$ cat src/rtl/rxs_params.svh
// constants for the receive descriptor status writeback block
`ifndef RXS_PARAMS_SVH
`define RXS_PARAMS_SVH
`define RXS_FLAG_W        12
`define RXS_BIT_FIRST     0
`define RXS_BIT_LAST      1
`define RXS_BIT_OVERSIZE  2
`define RXS_BIT_FRAGMENT  3
`define RXS_BIT_UNDERSIZE 4
`define RXS_BIT_CONTROL   5
`define RXS_BIT_OVERRUN   6
`define RXS_BIT_SYMBOL    7
`define RXS_BIT_ALIGN     8
`define RXS_BIT_CHECKSUM  9
`define RXS_BIT_ADDRMISS  10
`define RXS_BIT_JABBER    11
`define RXS_BIT_CRCKEPT   12
`define RXS_STATUS_W      13
`define RXS_STATUS_ZERO   13'h0000
`endif

$ cat src/rtl/rxs_pkg.sv
// types shared by the receive status writeback block
`include "rxs_params.svh"
package rxs_pkg;
    typedef logic [`RXS_STATUS_W-1:0] rxs_status_t;
    typedef enum logic [1:0] {
        RXS_IDLE,
        RXS_FIRST,
        RXS_MORE
    } rxs_state_e;
endpackage : rxs_pkg

$ cat src/rtl/rxs_writeback.sv
// receive descriptor status writeback sequencer
// timing: the first-fragment write shows two edges after the report edge,
// a multi-buffer frame adds a last-mark write on the edge after that, and
// a discard pulse shows one edge after the report edge
`timescale 1ns/10ps
`include "rxs_params.svh"
module rxs_writeback
    import rxs_pkg::*;
(
    // clock and reset
    input  wire logic  sys_clk,
    input  wire logic  rst_b,
    // accept configuration
    input  wire logic  keepErrorFrames,
    input  wire logic  keepShortFrames,
    input  wire logic  keepMacControlFrames,
    input  wire logic  keepAllFramesPromiscuous,
    input  wire logic  checkRetained,
    // end of frame strobe from the classifier
    input  wire logic  frameDone,
    // error classes under the error keep bit
    input  wire logic  isOversize,
    input  wire logic  isFragment,
    // size and class conditions with their own keep bits
    input  wire logic  isUndersize,
    input  wire logic  isControl,
    // receive overrun abort, kept whatever the keep bits say
    input  wire logic  isOverrun,
    // more error classes under the error keep bit
    input  wire logic  isSymbolErr,
    input  wire logic  isAlignErr,
    input  wire logic  isChecksumErr,
    // address filter miss, kept only in promiscuous mode or on overrun
    input  wire logic  isAddrMiss,
    // overlong frame, under the error keep bit
    input  wire logic  isJabber,
    // frame spans more than one buffer
    input  wire logic  multiBuffer,
    // descriptor memory write port
    output logic       descWrite,
    output rxs_status_t descStatus,
    // first-fragment qualifier of the write
    output logic       descFirst,
    // pulse for a frame that was not kept
    output logic       frameDiscarded
);
    // classifier result
    rxs_status_t flags;
    logic        keep;
    // sequencer state
    rxs_state_e  state_r;
    rxs_state_e  state_nxt;
    // report captured at the taking edge
    rxs_status_t status_r;
    logic        multi_r;
    // write port registers and their next values
    logic        write_r;
    logic        write_nxt;
    logic        first_r;
    logic        first_nxt;
    rxs_status_t statusOut_r;
    rxs_status_t statusOut_nxt;
    // discard pulse
    logic        drop_r;

    // a report is taken only while no write is pending; one that lands
    // in the busy window is dropped silently, so the classifier has to
    // space its reports by the length of the write sequence
    function automatic logic reportTaken(input rxs_state_e st,
                                         input logic       done);
        return (st == RXS_IDLE) && done;
    endfunction : reportTaken

    // frame classification; purely combinational, so keep and the flag
    // word are judged from the inputs present at the strobe edge
    rxs_classify u_classify (
        .keepErrorFrames          (keepErrorFrames),
        .keepShortFrames          (keepShortFrames),
        .keepMacControlFrames     (keepMacControlFrames),
        .keepAllFramesPromiscuous (keepAllFramesPromiscuous),
        .checkRetained            (checkRetained),
        .isOversize               (isOversize),
        .isFragment               (isFragment),
        .isUndersize              (isUndersize),
        .isControl                (isControl),
        .isOverrun                (isOverrun),
        .isSymbolErr              (isSymbolErr),
        .isAlignErr               (isAlignErr),
        .isChecksumErr            (isChecksumErr),
        .isAddrMiss               (isAddrMiss),
        .isJabber                 (isJabber),
        .flags                    (flags),
        .keep                     (keep)
    );

    // next state: first descriptor, then one tail write if multi-buffer
    always_comb begin
        state_nxt = state_r;
        case (state_r)
            RXS_IDLE: begin
                // an unkept report leaves the sequencer idle
                if (frameDone && keep) begin
                    state_nxt = RXS_FIRST;
                end
            end
            RXS_FIRST: begin
                // a multi-buffer frame still owes its last-mark write
                if (multi_r) begin
                    state_nxt = RXS_MORE;
                end else begin
                    state_nxt = RXS_IDLE;
                end
            end
            default: begin
                state_nxt = RXS_IDLE;
            end
        endcase
    end

    // state register; reset leaves the sequencer idle for the first report
    always_ff @(posedge sys_clk or negedge rst_b) begin
        if (!rst_b) begin
            state_r <= RXS_IDLE;
        end else begin
            state_r <= state_nxt;
        end
    end

    // capture the flag word of a kept frame; the condition inputs are only
    // valid with the strobe, so the word is held for the write edge
    always_ff @(posedge sys_clk or negedge rst_b) begin
        if (!rst_b) begin
            status_r <= `RXS_STATUS_ZERO;
        end else if (reportTaken(state_r, frameDone) && keep) begin
            status_r <= flags;
        end
    end

    // capture the buffer layout of a kept frame for the tail write
    always_ff @(posedge sys_clk or negedge rst_b) begin
        if (!rst_b) begin
            multi_r <= 1'b0;
        end else if (reportTaken(state_r, frameDone) && keep) begin
            multi_r <= multiBuffer;
        end
    end

    // next write: the first-fragment word, then for a multi-buffer frame
    // a tail word that carries only the last mark
    always_comb begin
        write_nxt     = 1'b0;
        first_nxt     = 1'b0;
        statusOut_nxt = `RXS_STATUS_ZERO;
        case (state_r)
            RXS_FIRST: begin
                write_nxt     = 1'b1;
                first_nxt     = 1'b1;
                statusOut_nxt = status_r;
                // single buffer carries last mark too
                statusOut_nxt[`RXS_BIT_LAST] = ~multi_r;
            end
            RXS_MORE: begin
                write_nxt = 1'b1;
                statusOut_nxt[`RXS_BIT_LAST] = 1'b1;
            end
            // idle: no write, word stays zero
            default: begin
                write_nxt = 1'b0;
            end
        endcase
    end

    // write port registers; the word drops back to zero between writes so
    // the memory side never latches stale flags on an idle cycle
    always_ff @(posedge sys_clk or negedge rst_b) begin
        if (!rst_b) begin
            write_r     <= 1'b0;
            first_r     <= 1'b0;
            statusOut_r <= `RXS_STATUS_ZERO;
        end else begin
            write_r     <= write_nxt;
            first_r     <= first_nxt;
            statusOut_r <= statusOut_nxt;
        end
    end

    // discard pulse for unkept frames; a report that arrives while a
    // write is pending is ignored instead
    always_ff @(posedge sys_clk or negedge rst_b) begin
        if (!rst_b) begin
            drop_r <= 1'b0;
        end else begin
            drop_r <= reportTaken(state_r, frameDone) && !keep;
        end
    end

    // registered outputs to the descriptor memory
    assign descWrite      = write_r;
    assign descStatus     = statusOut_r;
    assign descFirst      = first_r;
    assign frameDiscarded = drop_r;
endmodule : rxs_writeback

$ cat src/rtl/rxs_classify.sv
// keep or discard decision and first-fragment flag word for one frame
`timescale 1ns/10ps
`include "rxs_params.svh"
module rxs_classify
    import rxs_pkg::*;
(
    // keep configuration
    input  wire logic  keepErrorFrames,
    input  wire logic  keepShortFrames,
    input  wire logic  keepMacControlFrames,
    input  wire logic  keepAllFramesPromiscuous,
    input  wire logic  checkRetained,
    // frame conditions
    input  wire logic  isOversize,
    input  wire logic  isFragment,
    input  wire logic  isUndersize,
    input  wire logic  isControl,
    input  wire logic  isOverrun,
    input  wire logic  isSymbolErr,
    input  wire logic  isAlignErr,
    input  wire logic  isChecksumErr,
    input  wire logic  isAddrMiss,
    input  wire logic  isJabber,
    // result
    output rxs_status_t flags,
    output logic       keep
);
    logic errAny;
    // error classes under the error keep bit
    assign errAny = isOversize | isFragment | isSymbolErr | isAlignErr
                  | isChecksumErr | isJabber;
    assign keep = isOverrun
                | ((~errAny | keepErrorFrames)
                   & (~isUndersize | keepShortFrames)
                   & (~isControl | keepMacControlFrames)
                   & (~isAddrMiss | keepAllFramesPromiscuous));
    // flag word; last mark is added by the sequencer
    always_comb begin
        flags = `RXS_STATUS_ZERO;
        flags[`RXS_BIT_FIRST]     = 1'b1;
        flags[`RXS_BIT_OVERSIZE]  = isOversize;
        flags[`RXS_BIT_FRAGMENT]  = isFragment;
        flags[`RXS_BIT_UNDERSIZE] = isUndersize;
        flags[`RXS_BIT_CONTROL]   = isControl;
        flags[`RXS_BIT_OVERRUN]   = isOverrun;
        flags[`RXS_BIT_SYMBOL]    = isSymbolErr;
        flags[`RXS_BIT_ALIGN]     = isAlignErr;
        flags[`RXS_BIT_CHECKSUM]  = isChecksumErr;
        flags[`RXS_BIT_ADDRMISS]  = isAddrMiss;
        flags[`RXS_BIT_JABBER]    = isJabber;
        flags[`RXS_BIT_CRCKEPT]   = checkRetained;
    end
endmodule : rxs_classify

$ cat config.mk
export PLATFORM = sky130hd
export DESIGN_NAME = rxs_writeback
export DESIGN_NICKNAME = d
export VERILOG_FILES = /design/src/rtl/rxs_pkg.sv /design/src/rtl/rxs_writeback.sv /design/src/rtl/rxs_classify.sv
export VERILOG_INCLUDE_DIRS = /design/src /design/src/rtl
export SDC_FILE = /design/constraint.sdc
export NUM_CORES = 1
export LEC_CHECK = 0
export ABC_AREA = 1
export BUFFER_PORTS_ARGS = -buffer_cell sky130_fd_sc_hd__buf_2
export CAP_MARGIN = 30
export CORE_MARGIN = 1
export CORE_UTILIZATION = 45
export CTS_CLUSTER_SIZE = 16
export DETAILED_ROUTE_END_ITERATION = 7
export HOLD_SLACK_MARGIN = 0.03
export PLACE_DENSITY = 0.71
export SYNTH_ARGS = -nofsm -noshare
export SYNTH_HDL_FRONTEND = slang
export SYNTH_SLANG_ARGS = --single-unit
$ cat constraint.sdc
create_clock -name sys_clk -period 1.69 [get_ports sys_clk]
set_input_delay 0.169 -clock sys_clk [delete_from_list [all_inputs] [get_ports sys_clk]]
set_output_delay 0.169 -clock sys_clk [all_outputs]
set_load 0.01 [all_outputs]
Word level (Yosys, flattened, before mapping)
Cells that the tools add are included.

Register bits: 31. Input port bits: 19. Output and inout port bits: 16. Word-level logic and storage cells: 43.

Equal/unequal tests: 3. Muxes and demuxes: 8. Bitwise logic cells: 18. Reductions and logical operators: 7.

Operators by type and width (count): 11-bit 2-to-1 mux (1); 1-bit bitwise OR (10); 1-bit inverter (5); 1-bit logical AND (4); 2-bit 2-to-1 mux (2); 2-bit one-hot mux with 2 select lines (1); 1-bit AND (3); 1-bit 2-to-1 mux (3); 2-bit by 1-bit equality test with 1-bit output, second input constant (1); 2-bit equality test, second input constant (1); 2-bit logical NOT (1); 2-bit inequality test, second input constant (1); 1-bit one-hot mux with 2 select lines (1); 2-bit OR reduction (1); 1-bit logical NOT (1).

Logic depth before layout (Yosys ltp)
Gate-level depths: netlist (run 1).

Word-level depth: 14. Gate-level depth with buffers: 10. Gate-level depth less buffers: 10.

Cells and area by module
From an unflattened synthesis (run 1), not the netlist that was laid out.

Cell total of the unflattened synthesis: 159. Area total of the unflattened synthesis: 1431.4 um2.

Modules (own cells, without submodules): rxs_writeback (instances 1, cells each 127, area each 1261.2 um2, sequential area each 775.7 um2); rxs_classify (instances 1, cells each 32, area each 170.2 um2, sequential area each 0.0 um2).

Worst setup path after synthesis (run 1)
Ideal clock, no wire load.

Kind: reg-to-reg. From: register state_r[0]. To: register multi_r. Library setup time: 0.116 ns. Data arrival time: 1.073 ns. Required time: 1.574 ns. Path slack: 0.500 ns. Stages on the path, launching flop included: 9. Path buffers: 1. Period minus slack after synthesis: 1.190 ns. Path through: dfrtp_1 inv_1 ha_1 nand2_1 inv_1 nand2_4 buf_6 nand2_1 nand2_1.

Word-level cells in the longest chain between the ends: 3.

RTL lines: start, declared (RTL line rxs_writeback.sv:51) `rxs_state_e state_r;`; start signal, assigned (RTL line rxs_writeback.sv:125) `state_r <= state_nxt;`; 2-bit logical NOT (RTL line rxs_writeback.sv:71) `return (st == RXS_IDLE) && done;`; 1-bit logical AND (RTL line rxs_writeback.sv:71); 1-bit logical AND (RTL line rxs_writeback.sv:143) `end else if (reportTaken(state_r, frameDone) && keep) begin`; end signal, assigned (RTL line rxs_writeback.sv:144) `multi_r <= multiBuffer;`; end, declared (RTL line rxs_writeback.sv:55) `logic multi_r;`.

No other way between the ends. A chain may end at the register's enable or synchronous reset.

Worst setup path in the final report (run 1)
From: register state_r[1]. To: register status_r[9].

Word-level cells in the longest chain between the ends: 3.

RTL lines: 2-bit logical NOT (RTL line rxs_writeback.sv:71); 1-bit logical AND (RTL line rxs_writeback.sv:71); 1-bit logical AND (RTL line rxs_writeback.sv:134) `end else if (reportTaken(state_r, frameDone) && keep) begin`; end signal, assigned (RTL line rxs_writeback.sv:133) `` status_r <= `RXS_STATUS_ZERO; ``; end signal, assigned (RTL line rxs_writeback.sv:135) `status_r <= flags;`; end, declared (RTL line rxs_writeback.sv:54) `rxs_status_t status_r;`.

No other way between the ends.

==> results of run 1 <==
[kinds of logic (layout without fill, tap and decap cells)]
family | count (synthesis) | after routing | share of synthesized area
AND/OR/NAND/NOR | 67 | 67 | 0.230
flip-flops | 31 | 31 | 0.628
buffers and inverters | 27 | 67 | 0.0921
AO/OA/AOI/OAI | 4 | 4 | 0.0202
adder cells (fa/ha/maj) | 3 | 3 | 0.0304
[layout make-up]
class | instances | area (µm²) | share of cell area
timing repair buffer | 36 | 188 | 0.125
multi-input combinational | 74 | 347 | 0.231
sequential | 31 | 776 | 0.516
inverter | 23 | 86.3 | 0.0575
clock buffer | 8 | 68.8 | 0.0458
tap | 30 | 37.5 | 0.0250
[worst register-to-register path: stages (launching register included)]
cell,delay (ps)
sky130_fd_sc_hd__dfrtp_1,410
sky130_fd_sc_hd__inv_1,90
sky130_fd_sc_hd__ha_1,220
sky130_fd_sc_hd__nand2_1,90
sky130_fd_sc_hd__inv_1,120
sky130_fd_sc_hd__buf_4,190
sky130_fd_sc_hd__nand3_1,90
sky130_fd_sc_hd__nand2_1,70
[state kept, by name, indices dropped and copies added (netlist names)]
register	count
descStatus	13
status_r	12
frameDiscarded	1
descWrite	1
descFirst	1
multi_r	1
state_r	2
[final timing paths]
check,start,endpoint,slack [ps]
worst max register to register,state_r[1],status_r[9],360
worst max-delay path,state_r[1],status_r[9],360
min in group asynchronous,rst_b,descStatus[9],390
max in group asynchronous,rst_b,status_r[0],880
worst min register to register,status_r[3],descStatus[3],470
worst min-delay path,checkRetained,status_r[12],60
[cell usage in the layout (no fill, tap or decap)]
cell type                       netlist  routed
sky130_fd_sc_hd__a21boi_0             1       1
sky130_fd_sc_hd__nand2_1             45      45
sky130_fd_sc_hd__o21a_1               1       1
sky130_fd_sc_hd__inv_1               23      23
sky130_fd_sc_hd__nor2_1               7       7
sky130_fd_sc_hd__clkbuf_8             0       2
sky130_fd_sc_hd__nand2_4              2       2
sky130_fd_sc_hd__buf_2                1      34
sky130_fd_sc_hd__ha_1                 3       3
sky130_fd_sc_hd__nand3_1             12      12
sky130_fd_sc_hd__clkbuf_4             0       5
sky130_fd_sc_hd__buf_4                1       1
sky130_fd_sc_hd__nand2_2              1       1
sky130_fd_sc_hd__dfrtp_1             31      31
sky130_fd_sc_hd__clkbuf_1             1       1
sky130_fd_sc_hd__dlygate4sd3_1        0       1
sky130_fd_sc_hd__o21ai_0              2       2
[per-layer routing]
layer  GRT usage  up-vias  share of wire
met2       0.303       26           0.49
li1            -      465              -
met3      0.0611        7          0.057
met4       0.154        0          0.025
met1       0.194      410           0.42
met5           0        -              0
[power by group through the flow]
stage	combinational, mW	clock (mW)	sequential (mW)
floorplan	0.437	0	1.22
global placement	0.743	0	1.15
detailed placement	0.775	0	1.16
CTS	0.781	0.495	1.14
global route	0.903	0.523	1.18
finish	0.769	0.486	1.15
==> metrics list, run 1 <==
- The run finished with clean final reports.
* Post-synth ARST share: 1.00
- Largest net degree at the start of global routing: 32
- Post-CTS Hold Buffers: 1
- STA puts the critical path data required time at 1970 ps.
* H-tree Lvls: 2
- In this run the vertical extent of the chip is 54.4 µm.
* Estimated wirelength of the detail-placed design: 1.54 mm
* Root buffer selected by CTS: sky130_fd_sc_hd__clkbuf_4
* Critical path depth in cells: 7
* Std-Cell Core Area: 2540 µm²
- The number of global-route vias before repair came to 874.
- After routing the design area is 1500 µm².
- The share of the Yosys chip area taken by registers is 0.628.
- Summed over all failing endpoints, the final setup total negative slack is 0 ps.
- In this run, synthesis produced a sequential element count of 31.
- Setup violations remaining at the end of the flow were counted as 0.
* Data arrival time at the worst-slack endpoint: 1610 ps
- 1st-pass router iterations: 4
- Post-synth EDFFs: 0
- Worst-case setup slack after placement: 374 ps
- Rel. slew slack: 0.563
- Of the total power, combinational logic draws 0.321.
- The slowest stage of the critical path is the sky130_fd_sc_hd__dfrtp_1 cell.
- The detailed router finished its first iteration with 12 violations.
- Mean area per synthesized cell: 9.37 µm²
* Filler cell count in the final layout: 241
* NetSw: 0.827 mW
- Excluding fillers, the count of instances in the completed layout stands at 202.
- Summed over all layers, the global routing overflow is 0.
- Overall power consumption after layout is estimated at 2.40 mW.
- Initial core utilization: 0.486
* Number of instances resized during post-cts repair: 0
- In the finished design, the share of the clock period the worst path needs comes to 0.789.
- Fraction of final layout cells with drive strength greater than 1: 0.262
- The die covers 2960 µm².
- Clock tree synthesis found a total of 31 sinks.
- The biggest area contributor in the post-synthesis netlist is sky130_fd_sc_hd__dfrtp_1.
- Highest ir drop seen on vdd: 0.000929 V
- The initial antenna violation count was 0.
- The number of max-slew violations in the final report is 0.
- Counting along the longest clock path gives a buffer depth of 2.
* Standard-cell row count: 18
- For the worst flop-to-flop path, the logic depth is 7.
- TritonCTS buffer count: 5
- Hold/Removal Path Class: input pin to flip-flop
* Buffers inserted during post-CTS setup optimization: 0
- The number of buffers and inverters on the critical path is 3.
- Relative to the synthesized area, the layout overhead comes to 21.6%.
- Total vias in the final route: 908
- Count of cells along the worst hold path: 3
- Number of buffers inserted by port buffering: 34
- Clock insertion delay at the later pin of the skew report: 330 ps
- Once placement finished, the instance area stood at 1420 µm².
* Aggregate routed wire length: 2.17 mm
- Setup clock skew after layout: 12.4 ps
- Setup repair after global routing left no endpoint under its margin.
- Measured on the finished design, the core utilization comes to 0.590.
- At the end of the flow, the number of nets in the layout was 193.
- The largest single stage delay on the critical path is 410 ps.
- In the global route stage, overall resource usage came out at 0.186.
- Derived from the worst setup path, the maximum achievable clock frequency is 750 MHz.
- Largest fanout of any net on the critical path: 10
- Wire length of the first global-routing pass: 3.63 mm
* Sequential group share of total power: 0.477
- In the routed design, unresolved DRC markers number 0.
* Dominant cells by area after synthesis: sky130_fd_sc_hd__dfrtp_1, sky130_fd_sc_hd__nand2_1, sky130_fd_sc_hd__inv_1
- Library cell with the highest instance count after synthesis: sky130_fd_sc_hd__nand2_1
* Number of distinct library cell variants in the gate-level netlist after synthesis: 15
- Smallest setup slack after layout: 357 ps
- Leakage power of the design: 0.963 nW
- Netlist Area Pre-Place: 1240 µm²
- Antenna Violating Nets Remaining: 0
- Share of total power in the clock network: 0.202
- For this design the ratio of total power to cell area is 1600 nW/µm².
- Commonest register cell after synthesis: sky130_fd_sc_hd__dfrtp_1
* Gate count of the mapped netlist: 132
* Yosys top cell area share: 0.628
* Synthesis Warnings: 0
- The tool flagged a number of max-cap violations equal to 0.
- The commonest cells after synthesis are sky130_fd_sc_hd__nand2_1, sky130_fd_sc_hd__dfrtp_1, sky130_fd_sc_hd__inv_1.
* CTS clk-pin slew, worst paths: 90 ps
* Placed cell count: 193
* Int Pwr: 1.57 mW
- Min Clock Period, post-route: 1330 ps
- Of the total power, the share spent switching nets is 0.345.
* Cell breakdown of the critical path: inv_1, ha_1, nand2_1, inv_1, buf_4, nand3_1, nand2_1
- Dividing the detail-routed wire length by the instance count gives 10.7 µm.
* Hold violation count in the final report: 0
* Vias per cell: 4.50
- Transition time of the tightest slew-check pin: 655 ps
- When the netlist entered floorplanning its net count stood at 154.
- TritonCTS built the clock tree.
- The worst setup path is launched from a flip-flop.
- Number of primary I/O pins: 35
- Routability-driven placement finished with a final weighted congestion of 0.755.
- The critical path is of the flip-flop to flip-flop type.
- On the critical path the largest part of the delay comes from flip-flops.
- Chip width: 54.4 µm
- On the final layout, the worst hold slack is 63.4 ps.
- Type of destination of the critical path: flip-flop
- 0 antenna diodes ended up in the layout.
No activity file was read; power rests on OpenSTA's default activity.
==> inputs of run 2 (changes only) <==
PLACE_DENSITY = 0.73   (was 0.71)
clock period = 1.2 ns   (was 1.69 ns; I/O delays follow)
==> run 2 against run 1 <==
  * Combinational power grew 82%
  * Sequential power grew 42%
  * First-iteration DRC count grew 50%
  * Sequential share of layout area shrank 3.6 points
  * Core utilization grew 4.5 points
  * Non-clock buffer count grew 9
  * Worst setup slack lost 270 ps
  * Hold slack lost 24 ps
  * Critical path depth is the same
  * Routed wire length grew 5.5%
  * Die area is the same
  * Highest routed layer unchanged
==> metrics list, run 2 (same netlist as run 1, synthesis figures left out) <==
- In this run the power density over the cells is 2210 nW/µm².
- Starting DRT DRC Count: 18
- Of the cells placed in the final design, the portion with a size suffix greater than 1 is 0.324.
- Filler cell count in the final layout: 230
- Detailed placement ended at an HPWL of 1.51 mm.
- Setup clock skew after layout: 2.21 ps
- Clock insertion delay at the later pin of the skew report: 320 ps
- Maximum clock insertion buffer count: 2
- The clock net in this run drives a total of 31 sinks.
* Type of the setup path with the least slack: flip-flop to flip-flop
- The number of clock buffers added by TritonCTS is 5.
- The congestion estimate from routability-driven global placement came to 0.811.
* Sequential cell area: 776 µm²
- H-tree Lvls: 2
- The register with the most flip-flops in the layout has 13 of them.
* Worst-case setup slack after placement: -85.6 ps
* Cell breakdown of the critical path: inv_2, ha_4, nand2_4, inv_6, nand2_4, nand2_1, o21ai_0
- On the worst path, the slowest cell contributes a delay of 400 ps.
* Total grt overflow: 0
- Post-layout net count: 203
* Min Clock Period, post-route: 1110 ps
- Placed cell count: 198
* Global-route usage over all layers: 0.186
- Data arrival time at the worst-slack endpoint: 1310 ps
- Standard-cell row count: 18
- Non-filler cells, final: 212
- Port buffering added 34 buffers.
- Clock-pin slew was measured on the worst setup and hold paths at 90 ps.
- Root buffer selected by CTS: sky130_fd_sc_hd__clkbuf_4
* Largest net degree at the start of global routing: 32
- Maximum achievable frequency: 901 MHz
- The worst setup path is captured at a flip-flop.
* Floorplan die height: 54.4 µm
- Dividing the detail-routed wire length by the instance count gives 10.8 µm.
- TritonCTS built the clock tree.
* Chip width: 54.4 µm
- Aggregate routed wire length: 2.29 mm
- The routed layout has 971 vias.
* Most frequent standard cell in the layout excluding fill and tap cells: sky130_fd_sc_hd__nand2_1
* Run status: finished, final reports clean
- Leakage power of the design: 1.01 nW
* Hold violation count in the final report: 0
- Final period utilization: 0.925
* Final setup violating endpoints: 0
- Worst hold-check slack: 39.5 ps
* Commonest cells after routing, fill and taps aside: sky130_fd_sc_hd__nand2_1, sky130_fd_sc_hd__buf_2, sky130_fd_sc_hd__dfrtp_1, sky130_fd_sc_hd__inv_1, sky130_fd_sc_hd__nand3_1
* Highest ir drop seen on vdd: 0.00155 V
- Antenna Cells: 0
- Pin placement for this block handled 35 I/O pins.
* Initial core utilization: 0.486
- The tool flagged a number of max-cap violations equal to 0.
- The min-delay analysis places its worst path in the category input pin to flip-flop.
- The largest individual stage delay along the critical path comes from the cell sky130_fd_sc_hd__dfrtp_1.
- Combined buffer and inverter count along the critical path: 2
* Worst-case register-to-register setup slack: 90 ps
- Summing all placed instances gives a cell area of 1470 µm².
- Broken down by cell family, the worst path's largest delay share belongs to flip-flops.
- 1st-pass router iterations: 5
- Smallest setup slack after layout: 90.0 ps
- Std-Cell Core Area: 2540 µm²
* Die Footprint: 2960 µm²
* Area taken by multi-input logic gates: 380 µm²
* Critical Path Start Type: flip-flop
- Wire length of the first global-routing pass: 3.66 mm
- The number of max-slew violations in the final report was 0.
- Required arrival time at the worst endpoint: 1400 ps
* Antenna Violating Nets Remaining: 0
- Rel. slew slack: 0.877
* Transition time of the tightest slew-check pin: 183 ps
- The initial antenna violation count was 0.
* Area Overhead vs Synth: 30.8%
- Setup repair after global routing left no endpoint under its margin.
- By instance count, the cell type seen most on the critical path is sky130_fd_sc_hd__nand2_4.
- Vias in the first global route: 889
* Largest fanout of any net on the critical path: 8
- DRC violation count after routing: 0
* Vias per cell: 4.58
- Cell area after layout: 1620 µm²
* Post-layout utilization of the core: 0.635
-- run 2: stage by stage --
step                power [mW]  setup TNS [ps]
global route              3.88               0
finish                    3.58               0
detailed placement        2.78            -750
CTS                       3.51               0
global placement          2.73           -8.95
floorplan                 2.34               0
-- run 2: power breakdown --
group / switching, mW / total, mW / leakage [nW] / internal [mW]
combinational: 0.758 / 1.40 / 0.586 / 0.640
sequential: 0.177 / 1.63 / 0.398 / 1.45
clock: 0.323 / 0.551 / 0.0293 / 0.228
total: 1.26 / 3.58 / 1.01 / 2.32
-- run 2: worst min-delay path, delay by kind of cell --
kind                   cells  cell delay [ps]
and+or+nand+nor            2              130
buffers and inverters      1               80
-- run 2: area by class of cell --
cell class              instances  area share
clock buffers                   7      0.0279
inverters                      23      0.0565
clock inverters                 1     0.00310
multi-input cells              75       0.235
well taps                      30      0.0232
flip-flops and latches         31       0.480
repair buffers                 45       0.174
-- run 2: metal layers --
metal,track usage,share of wire,up-vias
li1,-,-,489
met3,0.0528,0.055,8
met1,0.228,0.45,436
met5,0,0,-
met4,0.128,0.029,0
met2,0.280,0.47,38
-- run 2: timing repair --
item	in CTS	in global routing
cloned	2	0
buffers inserted	2	0
pin swaps	2	1
endpoints found under the hold margin	32	0
resized for setup	10	5
setup endpoints to repair	12	23
hold buffers	2	0
-- run 2: path summary, 6_finish.rpt --
path,start,endpoint,depth (start not counted)
setup / recovery,state_r[1],status_r[10],7
hold reg to reg,status_r[0],status_r[0],2
hold / removal,checkRetained,status_r[12],3
setup reg to reg,state_r[1],status_r[10],7
min in group asynchronous,rst_b,descStatus[5],3
max in group asynchronous,rst_b,status_r[11],3
==> inputs of run 3 (changes only) <==
GPL_TIMING_DRIVEN = 0   (was default)
PLACE_DENSITY = 0.71   (was 0.73)
RECOVER_POWER = 25   (was default)
clock period = 1.4 ns   (was 1.2 ns; I/O delays follow)
==> run 3 against run 2 <==
  * Worst setup slack lost 2.2 ps
  * Sequential power fell by 15%
  * Via count fell by 5.3%
  * Cell count fell by 2.4%
  * Total power down 16%
  * First-iteration DRC count grew 61%
  * Count of clock-buffer cells in the layout is 1 higher
  * Final area down 3.7%
  * Hold slack gained 24 ps
  * Sequential cell count stayed put
  * Critical path type unchanged
==> metrics list, run 3 (same netlist as run 1, synthesis figures left out) <==
- Run status: finished, final reports clean
- Data arrival time at the worst-slack endpoint: 1520 ps
* Std-Cell Core Area: 2540 µm²
- Filler cell count in the final layout: 239
* Sequential group share of total power: 0.460
- Aggregate routed wire length: 2.24 mm
* Initial core utilization: 0.486
- Count of final max-slew check failures: 0
* Root buffer selected by CTS: sky130_fd_sc_hd__clkbuf_4
* Transition time of the tightest slew-check pin: 657 ps
- The worst-case IR drop observed on VDD is 0.00106 V.
- Number of buffers inserted by port buffering: 34
- In the final layout, the share of cells above drive strength 1 is 0.288.
- Type of the setup path with the least slack: flip-flop to flip-flop
* Routed wirelength normalized by instance count: 10.8 µm
* CTS clk-pin slew, worst paths: 90 ps
- Among all stages on the critical path, the largest delay is contributed by sky130_fd_sc_hd__dfrtp_1.
* Antenna Cells: 0
- Sw Ratio: 0.342
- Cell breakdown of the critical path: inv_1, ha_4, nand2_1, inv_1, nand2_4, buf_6, nand2_1, nand2_1
* Largest fanout of any net on the critical path: 10
* Starting DRT DRC Count: 29
* Largest register FFs: 13
- Required arrival time at the worst endpoint: 1610 ps
- Wire length of the first global-routing pass: 3.46 mm
- The die covers 2960 µm².
* Maximum achievable frequency: 762 MHz
- Row generation in the floorplan step produced 18 rows.
- The number of buffers and inverters on the critical path is 3.
* Setup clock skew after layout: 4.93 ps
- Setup repair after global routing left no endpoint under its margin.
* Share of power burned in combinational logic: 0.349
* Power Density: 1930 nW/µm²
- Entering global routing, the biggest net connects 32 pins.
- Vias in the first global route: 790
- 1st-pass router iterations: 5
* Most frequent standard cell in the layout excluding fill and tap cells: sky130_fd_sc_hd__nand2_1
- The analysis attributes to cell leakage a power of 0.988 nW.
* Chip width: 54.4 µm
* Number of primary I/O pins: 35
- The hold violation total from the final report came to 0.
- For this run, global-route usage on met1 was measured as 0.205.
- Total vias in the final route: 920
* Stage delay of the slowest cell on the critical path: 390 ps
- Global-route usage over all layers: 0.177
- Estimated wirelength of the detail-placed design: 1.57 mm
- Of the available clock period, the critical path in the final layout requires 0.937.
* Total negative slack: 0 ps
- Final setup violating endpoints: 0
- Family with the most delay on the worst path: flip-flops
- Summed over all nets, the switching power comes to 1.03 mW.
- In this run, CTS created clock tree buffers numbering 5.
- The worst path in the final design needs a cycle of 1310 ps, including I/O delays and setup.
- Top Usage Layer GRT: met2
- Maximum clock insertion buffer count: 2
* CTS tree: yes
* Total grt overflow: 0
- In this run the remaining antenna-violating nets after routing total 0.
* H-tree Lvls: 2
- Clock insertion delay at the later pin of the skew report: 320 ps
- Int Pwr: 1.98 mW
* CP dominant cell by count: sky130_fd_sc_hd__nand2_1
- The die is 54.4 µm tall.
* Worst hold-check slack: 63.9 ps
- GPL Wtd Cong: 0.732
- STA classifies the critical path startpoint as a flip-flop.
- In the routed design, unresolved DRC markers number 0.
- Met3 Usage GRT: 0.0833
- Post-layout net count: 198
* Share of total power in the clock network: 0.190
* Rel. slew slack: 0.562
* Hold/Removal Path Class: input pin to flip-flop
* Type of destination of the critical path: flip-flop
- The tree built by TritonCTS fans out to 31 sinks.
* Number of antenna violations at the first check in global routing: 0
- Area Overhead vs Synth: 25.9%
* Met2 track demand over resource: 0.274
- Count of max-cap constraint violations: 0
* Commonest cells after routing, fill and taps aside: sky130_fd_sc_hd__nand2_1, sky130_fd_sc_hd__buf_2, sky130_fd_sc_hd__dfrtp_1, sky130_fd_sc_hd__inv_1, sky130_fd_sc_hd__nand3_1
- After detailed routing, the number of vias per cell comes to 4.44.
run 3: final timing paths:
check / startpoint / end / slack [ps] / depth (start not counted)
max: state_r[1] / status_r[11] / 90 / 8
min: isUndersize / status_r[4] / 60 / 3
max reg2reg: state_r[1] / status_r[11] / 90 / 8
min reg2reg: status_r[0] / status_r[0] / 470 / 2
max in group asynchronous: rst_b / descWrite / 590 / 2
min in group asynchronous: rst_b / descFirst / 380 / 2
run 3: worst register-to-register path: stages, from the launching register on:
cell,delay [ps]
sky130_fd_sc_hd__dfrtp_1,390
sky130_fd_sc_hd__inv_1,130
sky130_fd_sc_hd__ha_4,180
sky130_fd_sc_hd__nand2_1,80
sky130_fd_sc_hd__inv_1,110
sky130_fd_sc_hd__nand2_4,80
sky130_fd_sc_hd__buf_6,140
sky130_fd_sc_hd__nand2_1,60
sky130_fd_sc_hd__nand2_1,50
run 3: what timing repair did:
item / 4_1_cts / 5_1_grt
endpoints found under the hold margin: 31 / 1
setup buffers: 0 / 1
gates resized for setup: 1 / 5
setup endpoints to repair: 9 / 21
hold buffers: 1 / 1
cloned: 0 / 0
run 3: cell type report:
class                   instances  area, µm²  share of cell area
well taps                      30       37.5              0.0241
inverters                      23       86.3              0.0555
plain buffers                   4       31.3              0.0201
multi-input cells              74        359               0.231
repair buffers                 37        198               0.127
flip-flops and latches         31        776               0.498
clock buffers                   8       68.8              0.0442
run 3: power by group through the flow:
stage	combinational [mW]	clock, mW	sequential [mW]
after CTS	0.968	0.594	1.39
final	1.05	0.573	1.39
after floorplan	0.528	0	1.47
after detailed placement	0.957	0	1.41
after global routing	1.20	0.642	1.43
after global placement	0.910	0	1.39
run 3: metrics by stage:
step                      utilization  total power, mW  area [µm²]  setup WS, ps  std cells
after CTS                       0.599             2.95        1530          21.5        205
after global routing            0.612             3.27        1560          11.6        207
after floorplan                     -             2.00        1240           210        132
after detailed placement        0.567             2.36        1440        -0.226        196
after global placement          0.567             2.30        1440          92.9        196
final                           0.612             3.01        1560          87.8        207
run 3: metal layers:
layer	routed length, µm	part of all wire
met5	0	0
met1	957	0.43
met3	137	0.061
met2	1100	0.49
met4	38	0.017
